File: src/verilog/lfs_pkg.sv
// constants, register map and decode for the link frame statistics counters
package lfs_pkg;

  localparam int ADDR_W = 10;
  localparam int DATA_W = 8;
  localparam int CNT_W = 16;

  localparam logic [9:0] UPPER_RX_CMD_STAT_HIGH_OFS = 10'h275;
  localparam logic [9:0] UPPER_VALID_CMD_COUNT_LOW_OFS = 10'h276;
  localparam logic [9:0] LOWER_VALID_RSP_COUNT_HIGH_OFS = 10'h277;
  localparam logic [9:0] LOWER_VALID_RSP_COUNT_LOW_OFS = 10'h278;
  localparam logic [9:0] UPPER_SENT_COUNT_HIGH_OFS = 10'h279;
  localparam logic [9:0] UPPER_SENT_COUNT_LOW_OFS = 10'h27a;
  localparam logic [9:0] LOWER_RX_STAT_THIRD_OFS = 10'h26c;
  localparam logic [9:0] COUNT_CTRL_OFS = 10'h26d;
  localparam logic [9:0] COUNT_STATUS_OFS = 10'h26e;

  localparam logic [7:0] STAT_RESET = 8'h00;
  localparam logic [7:0] READ_ZERO = 8'h00;
  localparam logic [15:0] CNT_RESET = 16'h0000;
  localparam logic [15:0] CNT_ONE = 16'h0001;
  localparam logic [15:0] CNT_SAT = 16'hffff;

  localparam logic [1:0] CTRL_RESET = 2'h3;
  localparam int CTRL_UPPER_EN_BIT = 0;
  localparam int CTRL_LOWER_EN_BIT = 1;
  localparam int STATUS_CMD_SAT_BIT = 0;
  localparam int STATUS_RSP_SAT_BIT = 1;
  localparam int STATUS_SENT_SAT_BIT = 2;

  typedef enum logic [3:0] {
    SEL_NONE = 4'h0,
    SEL_CMD_HIGH = 4'h1,
    SEL_CMD_LOW = 4'h2,
    SEL_RSP_HIGH = 4'h3,
    SEL_RSP_LOW = 4'h4,
    SEL_SENT_HIGH = 4'h5,
    SEL_SENT_LOW = 4'h6,
    SEL_LOWER_THIRD = 4'h7,
    SEL_CTRL = 4'h8,
    SEL_STATUS = 4'h9
  } lfs_sel_t;

  function automatic lfs_sel_t lfs_decode(input logic [9:0] addr);
    lfs_sel_t sel;
    sel = SEL_NONE;
    case (addr)
      UPPER_RX_CMD_STAT_HIGH_OFS: sel = SEL_CMD_HIGH;
      UPPER_VALID_CMD_COUNT_LOW_OFS: sel = SEL_CMD_LOW;
      LOWER_VALID_RSP_COUNT_HIGH_OFS: sel = SEL_RSP_HIGH;
      LOWER_VALID_RSP_COUNT_LOW_OFS: sel = SEL_RSP_LOW;
      UPPER_SENT_COUNT_HIGH_OFS: sel = SEL_SENT_HIGH;
      UPPER_SENT_COUNT_LOW_OFS: sel = SEL_SENT_LOW;
      LOWER_RX_STAT_THIRD_OFS: sel = SEL_LOWER_THIRD;
      COUNT_CTRL_OFS: sel = SEL_CTRL;
      COUNT_STATUS_OFS: sel = SEL_STATUS;
      default: sel = SEL_NONE;
    endcase
    return sel;
  endfunction

endpackage

File: src/verilog/lfs_sat_counter.sv
// saturating 16-bit frame counter with synchronous clear
`timescale 1ns/10ps
module lfs_sat_counter
  import lfs_pkg::*;
(
  input wire logic ref_clk,
  input wire logic rst,
  input wire logic inc,
  input wire logic clr,
  output logic [CNT_W-1:0] count,
  output logic saturated
);

  logic [CNT_W-1:0] count_reg;
  logic [CNT_W-1:0] count_next;
  logic [CNT_W-1:0] countPlusOne;

  assign saturated = (count_reg == CNT_SAT);
  assign countPlusOne = count_reg + CNT_ONE;
  // an event in the clear cycle starts the new period at one
  assign count_next = clr ? (inc ? CNT_ONE : CNT_RESET) :
                      (inc && !saturated) ? countPlusOne : count_reg;
  assign count = count_reg;

  always_ff @(posedge ref_clk or posedge rst) begin
    if (rst) begin
      count_reg <= CNT_RESET;
    end else begin
      count_reg <= count_next;
    end
  end

endmodule

File: src/verilog/lfs_stat_snapshot.sv
// 16-bit snapshot of a counter, split into high and low byte
`timescale 1ns/10ps
module lfs_stat_snapshot
  import lfs_pkg::*;
(
  input wire logic ref_clk,
  input wire logic rst,
  input wire logic load,
  input wire logic [CNT_W-1:0] loadValue,
  input wire logic clearLow,
  output logic [DATA_W-1:0] highByte,
  output logic [DATA_W-1:0] lowByte
);

  logic [DATA_W-1:0] high_reg;
  logic [DATA_W-1:0] low_reg;

  assign highByte = high_reg;
  assign lowByte = low_reg;

  always_ff @(posedge ref_clk or posedge rst) begin
    if (rst) begin
      high_reg <= STAT_RESET;
      low_reg <= STAT_RESET;
    end else if (load) begin
      high_reg <= loadValue[15:8];
      low_reg <= loadValue[7:0];
    end else if (clearLow) begin
      low_reg <= STAT_RESET;
    end
  end

endmodule

File: src/verilog/lfs_link_frame_stats.sv
// link frame statistics counters with snapshot and read-clear register port
//
// Local design decision: the strobed register port.
`timescale 1ns/10ps
module lfs_link_frame_stats
  import lfs_pkg::*;
(
  input wire logic ref_clk,
  input wire logic rst,
  input wire logic [ADDR_W-1:0] regAddr,
  input wire logic [DATA_W-1:0] regWrData,
  input wire logic regWrEn,
  input wire logic regRdEn,
  output logic [DATA_W-1:0] regRdData,
  input wire logic upperCmdFrameDone,
  input wire logic upperCmdFrameErr,
  input wire logic upperCmdCrcOk,
  input wire logic lowerRspFrameDone,
  input wire logic lowerRspFrameErr,
  input wire logic lowerRspCrcOk,
  input wire logic upperRspSent
);

  // address decode
  lfs_sel_t readSel;
  lfs_sel_t writeSel;
  logic rdCmdHigh;
  logic rdCmdLow;
  logic rdLowerThird;
  logic wrCtrl;

  assign readSel = regRdEn ? lfs_decode(regAddr) : SEL_NONE;
  assign writeSel = regWrEn ? lfs_decode(regAddr) : SEL_NONE;
  assign rdCmdHigh = (readSel == SEL_CMD_HIGH);
  assign rdCmdLow = (readSel == SEL_CMD_LOW);
  assign rdLowerThird = (readSel == SEL_LOWER_THIRD);
  assign wrCtrl = (writeSel == SEL_CTRL);

  // count control
  logic [1:0] ctrl_reg;
  logic [1:0] ctrl_next;
  logic upperEnable;
  logic lowerEnable;

  assign ctrl_next = wrCtrl ? regWrData[1:0] : ctrl_reg;
  assign upperEnable = ctrl_reg[CTRL_UPPER_EN_BIT];
  assign lowerEnable = ctrl_reg[CTRL_LOWER_EN_BIT];

  always_ff @(posedge ref_clk or posedge rst) begin
    if (rst) begin
      ctrl_reg <= CTRL_RESET;
    end else begin
      ctrl_reg <= ctrl_next;
    end
  end

  // frame qualification
  logic cmdValidEvent;
  logic rspValidEvent;
  logic sentEvent;

  assign cmdValidEvent = upperEnable && upperCmdFrameDone &&
                         !upperCmdFrameErr && upperCmdCrcOk;
  assign rspValidEvent = lowerEnable && lowerRspFrameDone &&
                         !lowerRspFrameErr && lowerRspCrcOk;
  assign sentEvent = upperEnable && upperRspSent;

  // live counters
  logic [CNT_W-1:0] cmdCount;
  logic [CNT_W-1:0] rspCount;
  logic [CNT_W-1:0] sentCount;
  logic cmdSaturated;
  logic rspSaturated;
  logic sentSaturated;
  logic cmdClear;
  logic rspClear;

  assign cmdClear = rdCmdLow;
  assign rspClear = rdLowerThird;

  lfs_sat_counter u_cmd_counter (
    .ref_clk(ref_clk),
    .rst(rst),
    .inc(cmdValidEvent),
    .clr(cmdClear),
    .count(cmdCount),
    .saturated(cmdSaturated)
  );

  lfs_sat_counter u_rsp_counter (
    .ref_clk(ref_clk),
    .rst(rst),
    .inc(rspValidEvent),
    .clr(rspClear),
    .count(rspCount),
    .saturated(rspSaturated)
  );

  // transmit count runs on; only the snapshot ties it to a period
  lfs_sat_counter u_sent_counter (
    .ref_clk(ref_clk),
    .rst(rst),
    .inc(sentEvent),
    .clr(1'b0),
    .count(sentCount),
    .saturated(sentSaturated)
  );

  // snapshots
  logic [DATA_W-1:0] cmdSnapLow;
  logic [DATA_W-1:0] rspSnapHigh;
  logic [DATA_W-1:0] rspSnapLow;
  logic [DATA_W-1:0] sentSnapHigh;
  logic [DATA_W-1:0] sentSnapLow;
  logic upperLatch;
  logic lowerLatch;

  assign upperLatch = rdCmdHigh;
  assign lowerLatch = rdLowerThird;

  lfs_stat_snapshot u_cmd_snap (
    .ref_clk(ref_clk),
    .rst(rst),
    .load(upperLatch),
    .loadValue(cmdCount),
    .clearLow(rdCmdLow),
    .highByte(),
    .lowByte(cmdSnapLow)
  );

  lfs_stat_snapshot u_rsp_snap (
    .ref_clk(ref_clk),
    .rst(rst),
    .load(lowerLatch),
    .loadValue(rspCount),
    .clearLow(1'b0),
    .highByte(rspSnapHigh),
    .lowByte(rspSnapLow)
  );

  lfs_stat_snapshot u_sent_snap (
    .ref_clk(ref_clk),
    .rst(rst),
    .load(upperLatch),
    .loadValue(sentCount),
    .clearLow(1'b0),
    .highByte(sentSnapHigh),
    .lowByte(sentSnapLow)
  );

  // status and read mux
  logic [DATA_W-1:0] statusValue;
  logic [DATA_W-1:0] ctrlValue;
  logic [DATA_W-1:0] readValue;
  logic [DATA_W-1:0] rdData_reg;
  logic [DATA_W-1:0] rdData_next;

  always_comb begin
    statusValue = READ_ZERO;
    statusValue[STATUS_CMD_SAT_BIT] = cmdSaturated;
    statusValue[STATUS_RSP_SAT_BIT] = rspSaturated;
    statusValue[STATUS_SENT_SAT_BIT] = sentSaturated;
  end

  assign ctrlValue = {6'h00, ctrl_reg};

  // command high byte read returns the live value it latches in the same cycle
  assign readValue = (readSel == SEL_CMD_HIGH) ? cmdCount[15:8] :
                     (readSel == SEL_CMD_LOW) ? cmdSnapLow :
                     (readSel == SEL_RSP_HIGH) ? rspSnapHigh :
                     (readSel == SEL_RSP_LOW) ? rspSnapLow :
                     (readSel == SEL_SENT_HIGH) ? sentSnapHigh :
                     (readSel == SEL_SENT_LOW) ? sentSnapLow :
                     (readSel == SEL_CTRL) ? ctrlValue :
                     (readSel == SEL_STATUS) ? statusValue : READ_ZERO;

  assign rdData_next = regRdEn ? readValue : READ_ZERO;
  assign regRdData = rdData_reg;

  always_ff @(posedge ref_clk or posedge rst) begin
    if (rst) begin
      rdData_reg <= READ_ZERO;
    end else begin
      rdData_reg <= rdData_next;
    end
  end

endmodule

File: config.mk
export PLATFORM = sky130hd
export DESIGN_NAME = lfs_link_frame_stats
export DESIGN_NICKNAME = d
export VERILOG_FILES = /design/src/verilog/lfs_pkg.sv /design/src/verilog/lfs_sat_counter.sv /design/src/verilog/lfs_stat_snapshot.sv /design/src/verilog/lfs_link_frame_stats.sv
export SDC_FILE = /design/constraint.sdc
export NUM_CORES = 1
export LEC_CHECK = 0
export BUFFER_PORTS_ARGS = -buffer_cell sky130_fd_sc_hd__buf_2
export CELL_PAD_IN_SITES_DETAIL_PLACEMENT = 0
export CELL_PAD_IN_SITES_GLOBAL_PLACEMENT = 1
export CORE_MARGIN = 1
export CORE_UTILIZATION = 30
export CTS_CLUSTER_DIAMETER = 30
export DETAILED_ROUTE_END_ITERATION = 10
export GPL_TIMING_DRIVEN = 0
export PLACE_DENSITY = 0.66
export SYNTH_ARGS = -nofsm -noshare
export SYNTH_HDL_FRONTEND = slang
export SYNTH_HIERARCHICAL = 1
export SYNTH_SLANG_ARGS = --single-unit
File: constraint.sdc
create_clock -name ref_clk -period 2 [get_ports ref_clk]
set_input_delay 0.1 -clock ref_clk [delete_from_list [all_inputs] [get_ports ref_clk]]
set_output_delay 0.1 -clock ref_clk [all_outputs]
set_load 0.05 [all_outputs]
==> results.json, run 1 <==
{
  "status": "complete, but fails checks",
  "violations": "setup timing",
  "dieArea_sq_mm": 0.0190,
  "timing.final.crit_period_ns": 2.07,
  "final_cell_mix": "dfrtp_1 (88), a21oi_1 (45), o21ai_0 (43)",
  "grt_pass1_vias": 4617,
  "worst_pin_slew_ns": 0.707,
  "maxCapViolCount": 0,
  "dp_hpwl_mm": 10.7,
  "cpPeakStageDelay_ns": 0.55,
  "placed_area_sq_mm": 0.00601,
  "cp_top_family": "simple AND/OR/NAND/NOR gates",
  "grt_pass1_wl_mm": 24.0,
  "powerDensity_mw_per_mm2": 598,
  "core_sq_mm": 0.0180,
  "hold_class": "in -> reg",
  "drc": 0,
  "n_antenna_cell": 0,
  "critPathSlowestCell": "dfstp_2",
  "area_delta_synth_final_pct": 23.1,
  "nNetsFinal": 664,
  "final_area_sq_mm": 0.00681,
  "syn_inst": 551,
  "cp-end-kind": "register",
  "max_freq_mhz": 483,
  "crit_arrival_ns": 2.36,
  "drive_gt1_frac": 0.298,
  "via_count": 4638,
  "antenna_found_initial": 1,
  "cts_sinks": 98,
  "cts_tree": "built",
  "io_buffers": 29,
  "rsz0062_at_grt": "yes",
  "root_buffer": "clkbuf_16",
  "die_w_microns": 138,
  "worstPathCellList": "and4b_1, buf_6, nand2_4, or3_4, buf_6, or4_4, a21oi_2",
  "fp-row-count": 49,
  "setup_viol": 8,
  "hold_violations": 0,
  "path_common_cell": "buf_6",
  "leakage_nw": 2.84,
  "max-slew-margin-rel": 0.528,
  "worst_setup_path_start_kind": "register",
  "htreeDepth": 3,
  "crit_fanout": 8,
  "final.setup_skew_ns": 0.0106,
  "peakVddDrop_v": 0.000485,
  "fp.dieH_microns": 138,
  "via_per_inst": 5.36,
  "worstSkewPairLatency_ns": 0.35,
  "n_fill_cell": 1836,
  "grt_overflow_total": 0,
  "yosys_warnings": 6,
  "dpl.cell_count": 819,
  "first_iter_violations": 313,
  "gp_congestion": 0.840,
  "initial_core_util": 0.307,
  "fin_cells": 866,
  "finalCritPeriodShare": 1.03,
  "syn_avg_cell_area_sq_um": 10.0,
  "cp.required_ns": 2.29,
  "finalWirelength_mm": 14.9,
  "grt_usage": 0.166,
  "setup_ws_ns": -0.0696,
  "wire_per_inst_microns": 17.2,
  "syn_area_sq_mm": 0.00553,
  "cts_buffers": 9,
  "firstDrtPassIters": 5,
  "clockBufferDepth": 2,
  "path_buf_inv": 2,
  "grt_start_max_net_pins": 17,
  "pin_count": 37,
  "final-max-slew-violation-count": 0,
  "ant_nets": 0,
  "criticalPathCategory": "reg -> reg",
  "clk_pin_slew_ns": 0.07,
  "final_common_cell": "dfrtp_1"
}
per-layer routing:
metal / part of all wire / vias to the layer above / global-route usage
li1: - / 2235 / -
met1: 0.45 / 2295 / 0.216
met2: 0.50 / 88 / 0.274
met3: 0.034 / 18 / 0.0324
met4: 0.019 / 2 / 0.0574
met5: 0.00081 / - / 0
stage by stage:
step / setup WS, ns / hold WS [ns] / util / total power [mW] / TNS [ns]
after detailed placement: -0.621 / 0.162 / 0.333 / 2.20 / -16.66
after global placement: -0.595 / 0.158 / 0.333 / 2.20 / -15.01
after global routing: -0.157 / 0.187 / 0.378 / 4.24 / -1.20
final: -0.0696 / 0.192 / 0.378 / 4.07 / -0.324
after floorplan: 0.00399 / -0.0843 / - / 2.13 / 0
after CTS: -0.107 / 0.176 / 0.367 / 4.14 / -0.576
repair_timing:
item	4_1_cts	5_1_grt
endpoints found under the setup margin	44	38
hold buffers	3	0
pin swaps	22	17
setup buffers	17	13
cloned	0	1
resized for setup	29	32
hold endpoints to repair	98	0
worst reg2reg max path: cells and delay by family, from the launching register on:
kind | cells | cell delay, ns
and+or+nand+nor | 4 | 1.07
AOI/OAI and AO/OA | 1 | 0.12
DFF | 1 | 0.55
buffers and inverters | 2 | 0.26
final timing paths:
kind | endpoint | slack (ns) | cells after the start | start
setup / recovery | u_cmd_counter/count[11]$_DFFE_PP0P_ | -0.07 | 7 | ctrl_reg[0]$_DFFE_PP1N_
hold / removal | ctrl_reg[0]$_DFFE_PP1N_ | 0.19 | 4 | regWrEn
setup reg to reg | u_cmd_counter/count[11]$_DFFE_PP0P_ | -0.07 | 7 | ctrl_reg[0]$_DFFE_PP1N_
hold reg to reg | u_sent_snap/lowByte[1]$_DFFE_PP0P_ | 0.51 | 1 | u_sent_snap/lowByte[1]$_DFFE_PP0P_
max in group asynchronous | u_cmd_counter/count[0]$_DFFE_PP0P_ | 1.01 | 3 | rst
min in group asynchronous | u_cmd_snap/lowByte[3]$_DFFE_PP0P_ | 0.33 | 3 | rst
power breakdown:
group          switching, mW  internal [mW]
Sequential           0.00534           1.99
Clock                  0.767           1.13
Combinational          0.122         0.0604
Total                  0.894           3.18
cell type report:
cell class / instances / area [sq um] / share of cell area
buffer: 28 / 236 / 0.0347
clock buffer: 10 / 239 / 0.0351
clock inverter: 6 / 88.8 / 0.0131
inverter: 17 / 63.8 / 0.00937
multi-input combinational: 415 / 3010 / 0.443
sequential: 98 / 2460 / 0.362
tap: 229 / 287 / 0.0421
timing repair buffer: 63 / 413 / 0.0607
Power figures use the tool's default switching activity.
==> inputs of run 2 (changes only) <==
- BUFFER_PORTS_ARGS: -buffer_cell sky130_fd_sc_hd__buf_2 -> not set
- DONT_BUFFER_PORTS: not set -> 1
- PLACE_DENSITY: 0.66 -> 0.64
==> run 2 against run 1 <==
Net effect:
- the flow still finishes with violations (setup timing)
- wire length increased by 3.6%
- setup slack worse by 0.092 ns
- register-to-register slack got worse by 0.09 ns
- clock skew hardly changed
- largest cell class unchanged
- largest power group unchanged
- highest routed layer is now met4
==> results.json, run 2 (synthesized netlist as in run 1, its figures left out) <==
{
  "met2_usage": 0.273,
  "grt_usage": 0.167,
  "leakage_nw": 2.88,
  "drc": 0,
  "finalCritPeriodShare": 1.08,
  "via_per_inst": 5.34,
  "crit_arrival_ns": 2.45,
  "rsz0062_at_grt": "yes",
  "worstHoldStart": "regWrEn",
  "cpPeakStageDelay_ns": 0.60,
  "worstSkewPairLatency_ns": 0.36,
  "clkPwrFrac": 0.457,
  "clk_pin_slew_ns": 0.07,
  "use_met1": 0.214,
  "initial_core_util": 0.307,
  "cp.depth": 7,
  "p_sw_frac": 0.225,
  "first_iter_violations": 247,
  "utilization": 0.386,
  "root_buffer": "clkbuf_16",
  "fp.dieH_microns": 138,
  "final_area_sq_mm": 0.00696,
  "peakVddDrop_v": 0.000401,
  "busiest_layer": "met2",
  "max-slew-margin-rel": 0.543,
  "criticalPathCategory": "reg -> reg",
  "maxCapViolCount": 0,
  "setup_viol": 18,
  "placed_area_sq_mm": 0.00586,
  "finalWirelength_mm": 15.4,
  "hold_class": "in -> reg",
  "cts_buffers": 9,
  "core_sq_mm": 0.0180,
  "intPower_mw": 3.07,
  "critPathSlowestCell": "dfstp_2",
  "tns_ns": -1.48,
  "final-max-slew-violation-count": 0,
  "path_buf_inv": 2,
  "worst_pin_slew_ns": 0.684,
  "via_count": 4613,
  "combPwrFrac": 0.040,
  "p_sw_mw": 0.893,
  "gp_congestion": 0.838,
  "crit_fanout": 6,
  "powerDensity_mw_per_mm2": 570,
  "path_common_cell": "buf_6",
  "max_freq_mhz": 463,
  "regToRegSetupSlack_ns": -0.16,
  "status": "complete, but fails checks",
  "cts_sinks": 98,
  "seq_power_share": 0.502,
  "drive_gt1_frac": 0.314,
  "worst_setup_path_start_kind": "register",
  "use_met3": 0.0342,
  "min_to": "ctrl_reg[1]$_DFFE_PP1N_",
  "final.setup_skew_ns": 0.0109,
  "grt_start_max_net_pins": 17,
  "area_delta_synth_final_pct": 25.8,
  "grt_pass1_wl_mm": 24.1,
  "htreeDepth": 3,
  "timing.final.crit_period_ns": 2.16,
  "violations": "setup timing",
  "grt_overflow_total": 0,
  "ant_nets": 0,
  "setup_ws_ns": -0.162,
  "hold_violations": 0,
  "dieArea_sq_mm": 0.0190,
  "hold_depth": 3,
  "worstPathCellList": "and4b_1, buf_6, nand2_4, or3_4, buf_6, or4_4, a21oi_2",
  "cp_top_family": "simple AND/OR/NAND/NOR gates",
  "final_cell_mix": "dfrtp_1 (87), buf_4 (48), o21ai_0 (43)",
  "grt_pass1_vias": 4530,
  "clockBufferDepth": 2,
  "antenna_found_initial": 1,
  "fp-row-count": 49,
  "cts_tree": "built",
  "cp-end-kind": "register",
  "die_w_microns": 138,
  "dp_hpwl_mm": 10.8,
  "r2r_end": "u_rsp_counter/count[7]$_DFFE_PP0P_",
  "final_common_cell": "dfrtp_1",
  "cp.required_ns": 2.29,
  "io_buffers": 0,
  "reg2reg_depth": 7,
  "pin_count": 37,
  "firstDrtPassIters": 4,
  "wire_per_inst_microns": 17.8,
  "r2r_start": "ctrl_reg[1]$_DFFE_PP1N_",
  "nNetsFinal": 661
}
==> run 2: changes by cell type in the layout (fill, tap and decap cells not counted), moves of 3 or more <==
cell and delta:
buf_2 -29, buf_4 +20, buf_6 +6, or4_1 -5, or4_4 +5, a21oi_1 -3, a21oi_2 +3
==> run 2: cell type report <==
class                           instances  area (sq um)
Antenna cell                            1          2.50
Buffer                                 30           258
Clock buffer                           12           256
Clock inverter                          4          48.8
Fill cell                            1813         11100
Inverter                               17          63.8
Multi-Input combinational cell        415          3090
Sequential cell                        98          2470
Tap cell                              229           287
Timing Repair Buffer                   58           483
==> run 2: worst max-delay path by stage <==
stage | end | start
finish | u_rsp_counter/count[7]$_DFFE_PP0P_ | ctrl_reg[1]$_DFFE_PP1N_
global route | u_rsp_counter/count[5]$_DFFE_PP0P_ | ctrl_reg[1]$_DFFE_PP1N_
CTS | u_rsp_counter/count[11]$_DFFE_PP0P_ | ctrl_reg[1]$_DFFE_PP1N_
detailed placement | regRdData[1]$_DFF_PP0_ | u_rsp_counter/count[0]$_DFFE_PP0P_
global placement | regRdData[1]$_DFF_PP0_ | u_rsp_counter/count[0]$_DFFE_PP0P_
floorplan | u_cmd_counter/count[11]$_DFFE_PP0P_ | ctrl_reg[0]$_DFFE_PP1N_
==> run 2: routing by layer <==
layer,part of all wire,vias to the layer above
met1,0.46,2305
met2,0.49,53
met4,0.020,0
met5,0,-
met3,0.032,19
li1,-,2236
==> run 2: through the flow <==
step | setup WS, ns | cells | hold slack, ns | total power, mW
2_1_floorplan | 0.00399 | 561 | -0.0843 | 2.13
3_3_place_gp | -0.574 | 790 | -0.0459 | 2.17
3_5_place_dp | -0.619 | 790 | -0.0283 | 2.17
4_1_cts | -0.157 | 829 | 0.0586 | 4.02
5_1_grt | -0.197 | 863 | 0.0725 | 4.13
6_report | -0.162 | 864 | 0.0732 | 3.97
==> run 2: repair_timing <==
| item | CTS | global route |
|---|---|---|
| setup buffers | 20 | 34 |
| hold endpoints to repair | 100 | 0 |
| cloned | 0 | 1 |
| setup endpoints to repair | 43 | 38 |
| gates resized for setup | 26 | 56 |
| pin swaps | 27 | 29 |
| hold buffers | 3 | 0 |
==> run 2: power by group through the flow <==
stage / logic [mW] / clock network (mW) / registers [mW]
2_1_floorplan: 0.108 / 0 / 2.03
3_3_place_gp: 0.137 / 0 / 2.03
3_5_place_dp: 0.140 / 0 / 2.03
4_1_cts: 0.151 / 1.87 / 1.99
5_1_grt: 0.181 / 1.95 / 1.99
6_report: 0.161 / 1.81 / 1.99
==> run 2: worst register-to-register path: stages (launching register included) <==
cell,delay (ns)
dfstp_2,0.60
and4b_1,0.22
buf_6,0.11
nand2_4,0.05
or3_4,0.35
buf_6,0.14
or4_4,0.48
a21oi_2,0.15
==> inputs of run 3 (changes only) <==
- PLACE_DENSITY: 0.64 -> not set
- PLACE_DENSITY_LB_ADDON: not set -> 0.2
==> run 3 against run 2 <==
Net effect:
- the flow still finishes with violations (setup timing)
- non-clock buffer count shrank 21
- sequential power about the same
- combinational power about the same
- first-iteration DRC count decreased by 16%
- wire length barely moved
- maximum frequency is 1.9% higher
- register-to-register slack better by 0.04 ns
==> results.json, run 3 (synthesized netlist as in run 1, its figures left out) <==
{
  "core_sq_mm": 0.0180,
  "rsz0062_at_grt": "yes",
  "final_cell_mix": "dfrtp_1 (88), o21ai_0 (42), a21oi_1 (41)",
  "hold_ws_ns": 0.0948,
  "final_area_sq_mm": 0.00672,
  "hold_violations": 0,
  "cp.required_ns": 2.27,
  "initial_core_util": 0.307,
  "cpPeakStageDelay_ns": 0.55,
  "path_common_cell": "buf_6",
  "peakVddDrop_v": 0.000390,
  "drive_gt1_frac": 0.290,
  "grt_pass1_vias": 4413,
  "hold_depth": 3,
  "first_iter_violations": 207,
  "hold_class": "in -> reg",
  "root_buffer": "clkbuf_16",
  "firstDrtPassIters": 5,
  "antenna_found_initial": 1,
  "clk_pin_slew_ns": 0.07,
  "dieArea_sq_mm": 0.0190,
  "io_buffers": 0,
  "drc": 0,
  "max-slew-margin-rel": 0.540,
  "nNetsFinal": 640,
  "cts_sinks": 98,
  "maxCapViolCount": 0,
  "final_common_cell": "dfrtp_1",
  "n_fill_cell": 1848,
  "ant_nets": 0,
  "finalWirelength_mm": 15.4,
  "setup_viol": 15,
  "wire_per_inst_microns": 18.3,
  "worstSkewPairLatency_ns": 0.34,
  "status": "complete, but fails checks",
  "pin_count": 37,
  "placed_area_sq_mm": 0.00586,
  "grt_overflow_total": 0,
  "dp_hpwl_mm": 11.2,
  "finalCritPeriodShare": 1.06,
  "timing.final.crit_period_ns": 2.12,
  "gp_congestion": 0.822,
  "cp.depth": 7,
  "fp-row-count": 49,
  "crit_arrival_ns": 2.39,
  "cp_top_family": "simple AND/OR/NAND/NOR gates",
  "worstPathCellList": "and4b_1, buf_6, nand2_2, or3_4, buf_6, or4_4, a21oi_2",
  "reg2reg_depth": 7,
  "worst_pin_slew_ns": 0.690,
  "setup_ws_ns": -0.121,
  "grt_pass1_wl_mm": 24.3,
  "cts_buffers": 9,
  "critPathSlowestCell": "dfstp_2",
  "worst_setup_path_start_kind": "register",
  "utilization": 0.373,
  "via_count": 4560,
  "path_buf_inv": 2,
  "fin_cells": 843,
  "htreeDepth": 3,
  "multi_input_area_sq_mm": 0.00308,
  "die_w_microns": 138,
  "powerDensity_mw_per_mm2": 560,
  "max_freq_mhz": 472,
  "via_per_inst": 5.41,
  "register_area_sq_mm": 0.00246,
  "final-max-slew-violation-count": 0,
  "dpl.cell_count": 790,
  "final.setup_skew_ns": 0.00888,
  "grt_start_max_net_pins": 17,
  "fp.dieH_microns": 138,
  "cp-end-kind": "register",
  "crit_fanout": 7,
  "clockBufferDepth": 2,
  "leakage_nw": 2.72,
  "criticalPathCategory": "reg -> reg",
  "cts_tree": "built",
  "area_delta_synth_final_pct": 21.5,
  "grt_usage": 0.170,
  "violations": "setup timing"
}
-- run 3: cell types whose count changed in the layout (fill, tap and decap cells not counted), sizes merged --
cell | before | now
buf | 79 | 58
bufinv | 1 | 0
clkbuf | 18 | 20
clkinv | 2 | 1
clkinvlp | 0 | 1
inv | 18 | 17
-- run 3: repair_timing --
item,CTS,global route
pin swaps,26,28
hold endpoints to repair,98,0
resized for setup,26,54
setup endpoints to repair,43,43
setup buffers,17,18
hold buffers,3,0
-- run 3: final cells by class --
class                      count  share of cell area
timing repair buffer          38              0.0458
sequential                    98               0.367
tap                          229              0.0426
clock inverter                 2             0.00186
multi-input combinational    415               0.459
buffer                        29              0.0367
antenna                        1            0.000372
inverter                      17             0.00949
clock buffer                  14              0.0378
-- run 3: power breakdown --
group          total, mW  leakage (nW)  switching [mW]  internal [mW]
sequential          1.99          1.35         0.00550           1.99
clock               1.61         0.127           0.731          0.879
combinational      0.160          1.25           0.112         0.0481
-- run 3: worst reg2reg max path, stage by stage (launching register included) --
cell     delay, ns
dfstp_2       0.55
and4b_1       0.24
buf_6         0.11
nand2_2       0.05
or3_4         0.36
buf_6         0.15
or4_4         0.47
a21oi_2       0.12
-- run 3: path summary, 6_finish.rpt --
check	from	endpoint	slack, ns
max in group asynchronous	rst	u_rsp_counter/count[1]$_DFFE_PP0P_	1.00
min reg2reg	u_sent_snap/lowByte[1]$_DFFE_PP0P_	u_sent_snap/lowByte[1]$_DFFE_PP0P_	0.50
max reg2reg	ctrl_reg[0]$_DFFE_PP1N_	u_cmd_counter/count[11]$_DFFE_PP0P_	-0.12
max	ctrl_reg[0]$_DFFE_PP1N_	u_cmd_counter/count[11]$_DFFE_PP0P_	-0.12
min	regWrEn	ctrl_reg[0]$_DFFE_PP1N_	0.09
min in group asynchronous	rst	u_cmd_snap/lowByte[1]$_DFFE_PP0P_	0.36
-- run 3: per-stage QoR --
| stage | TNS (ns) | total power [mW] | setup WS, ns |
|---|---|---|---|
| 3_5_place_dp | -14.29 | 2.17 | -0.575 |
| 3_3_place_gp | -13.94 | 2.17 | -0.604 |
| 4_1_cts | -1.10 | 3.82 | -0.134 |
| 2_1_floorplan | 0 | 2.13 | 0.00399 |
| 6_report | -0.882 | 3.76 | -0.121 |
| 5_1_grt | -2.28 | 3.93 | -0.202 |
-- run 3: layer usage --
layer / up-vias / wire (microns) / GRT usage
met2: 58 / 7760 / 0.288
met4: 0 / 250 / 0.0568
met3: 14 / 381 / 0.0232
li1: 2196 / - / -
met1: 2292 / 7020 / 0.221
met5: - / 0 / 0
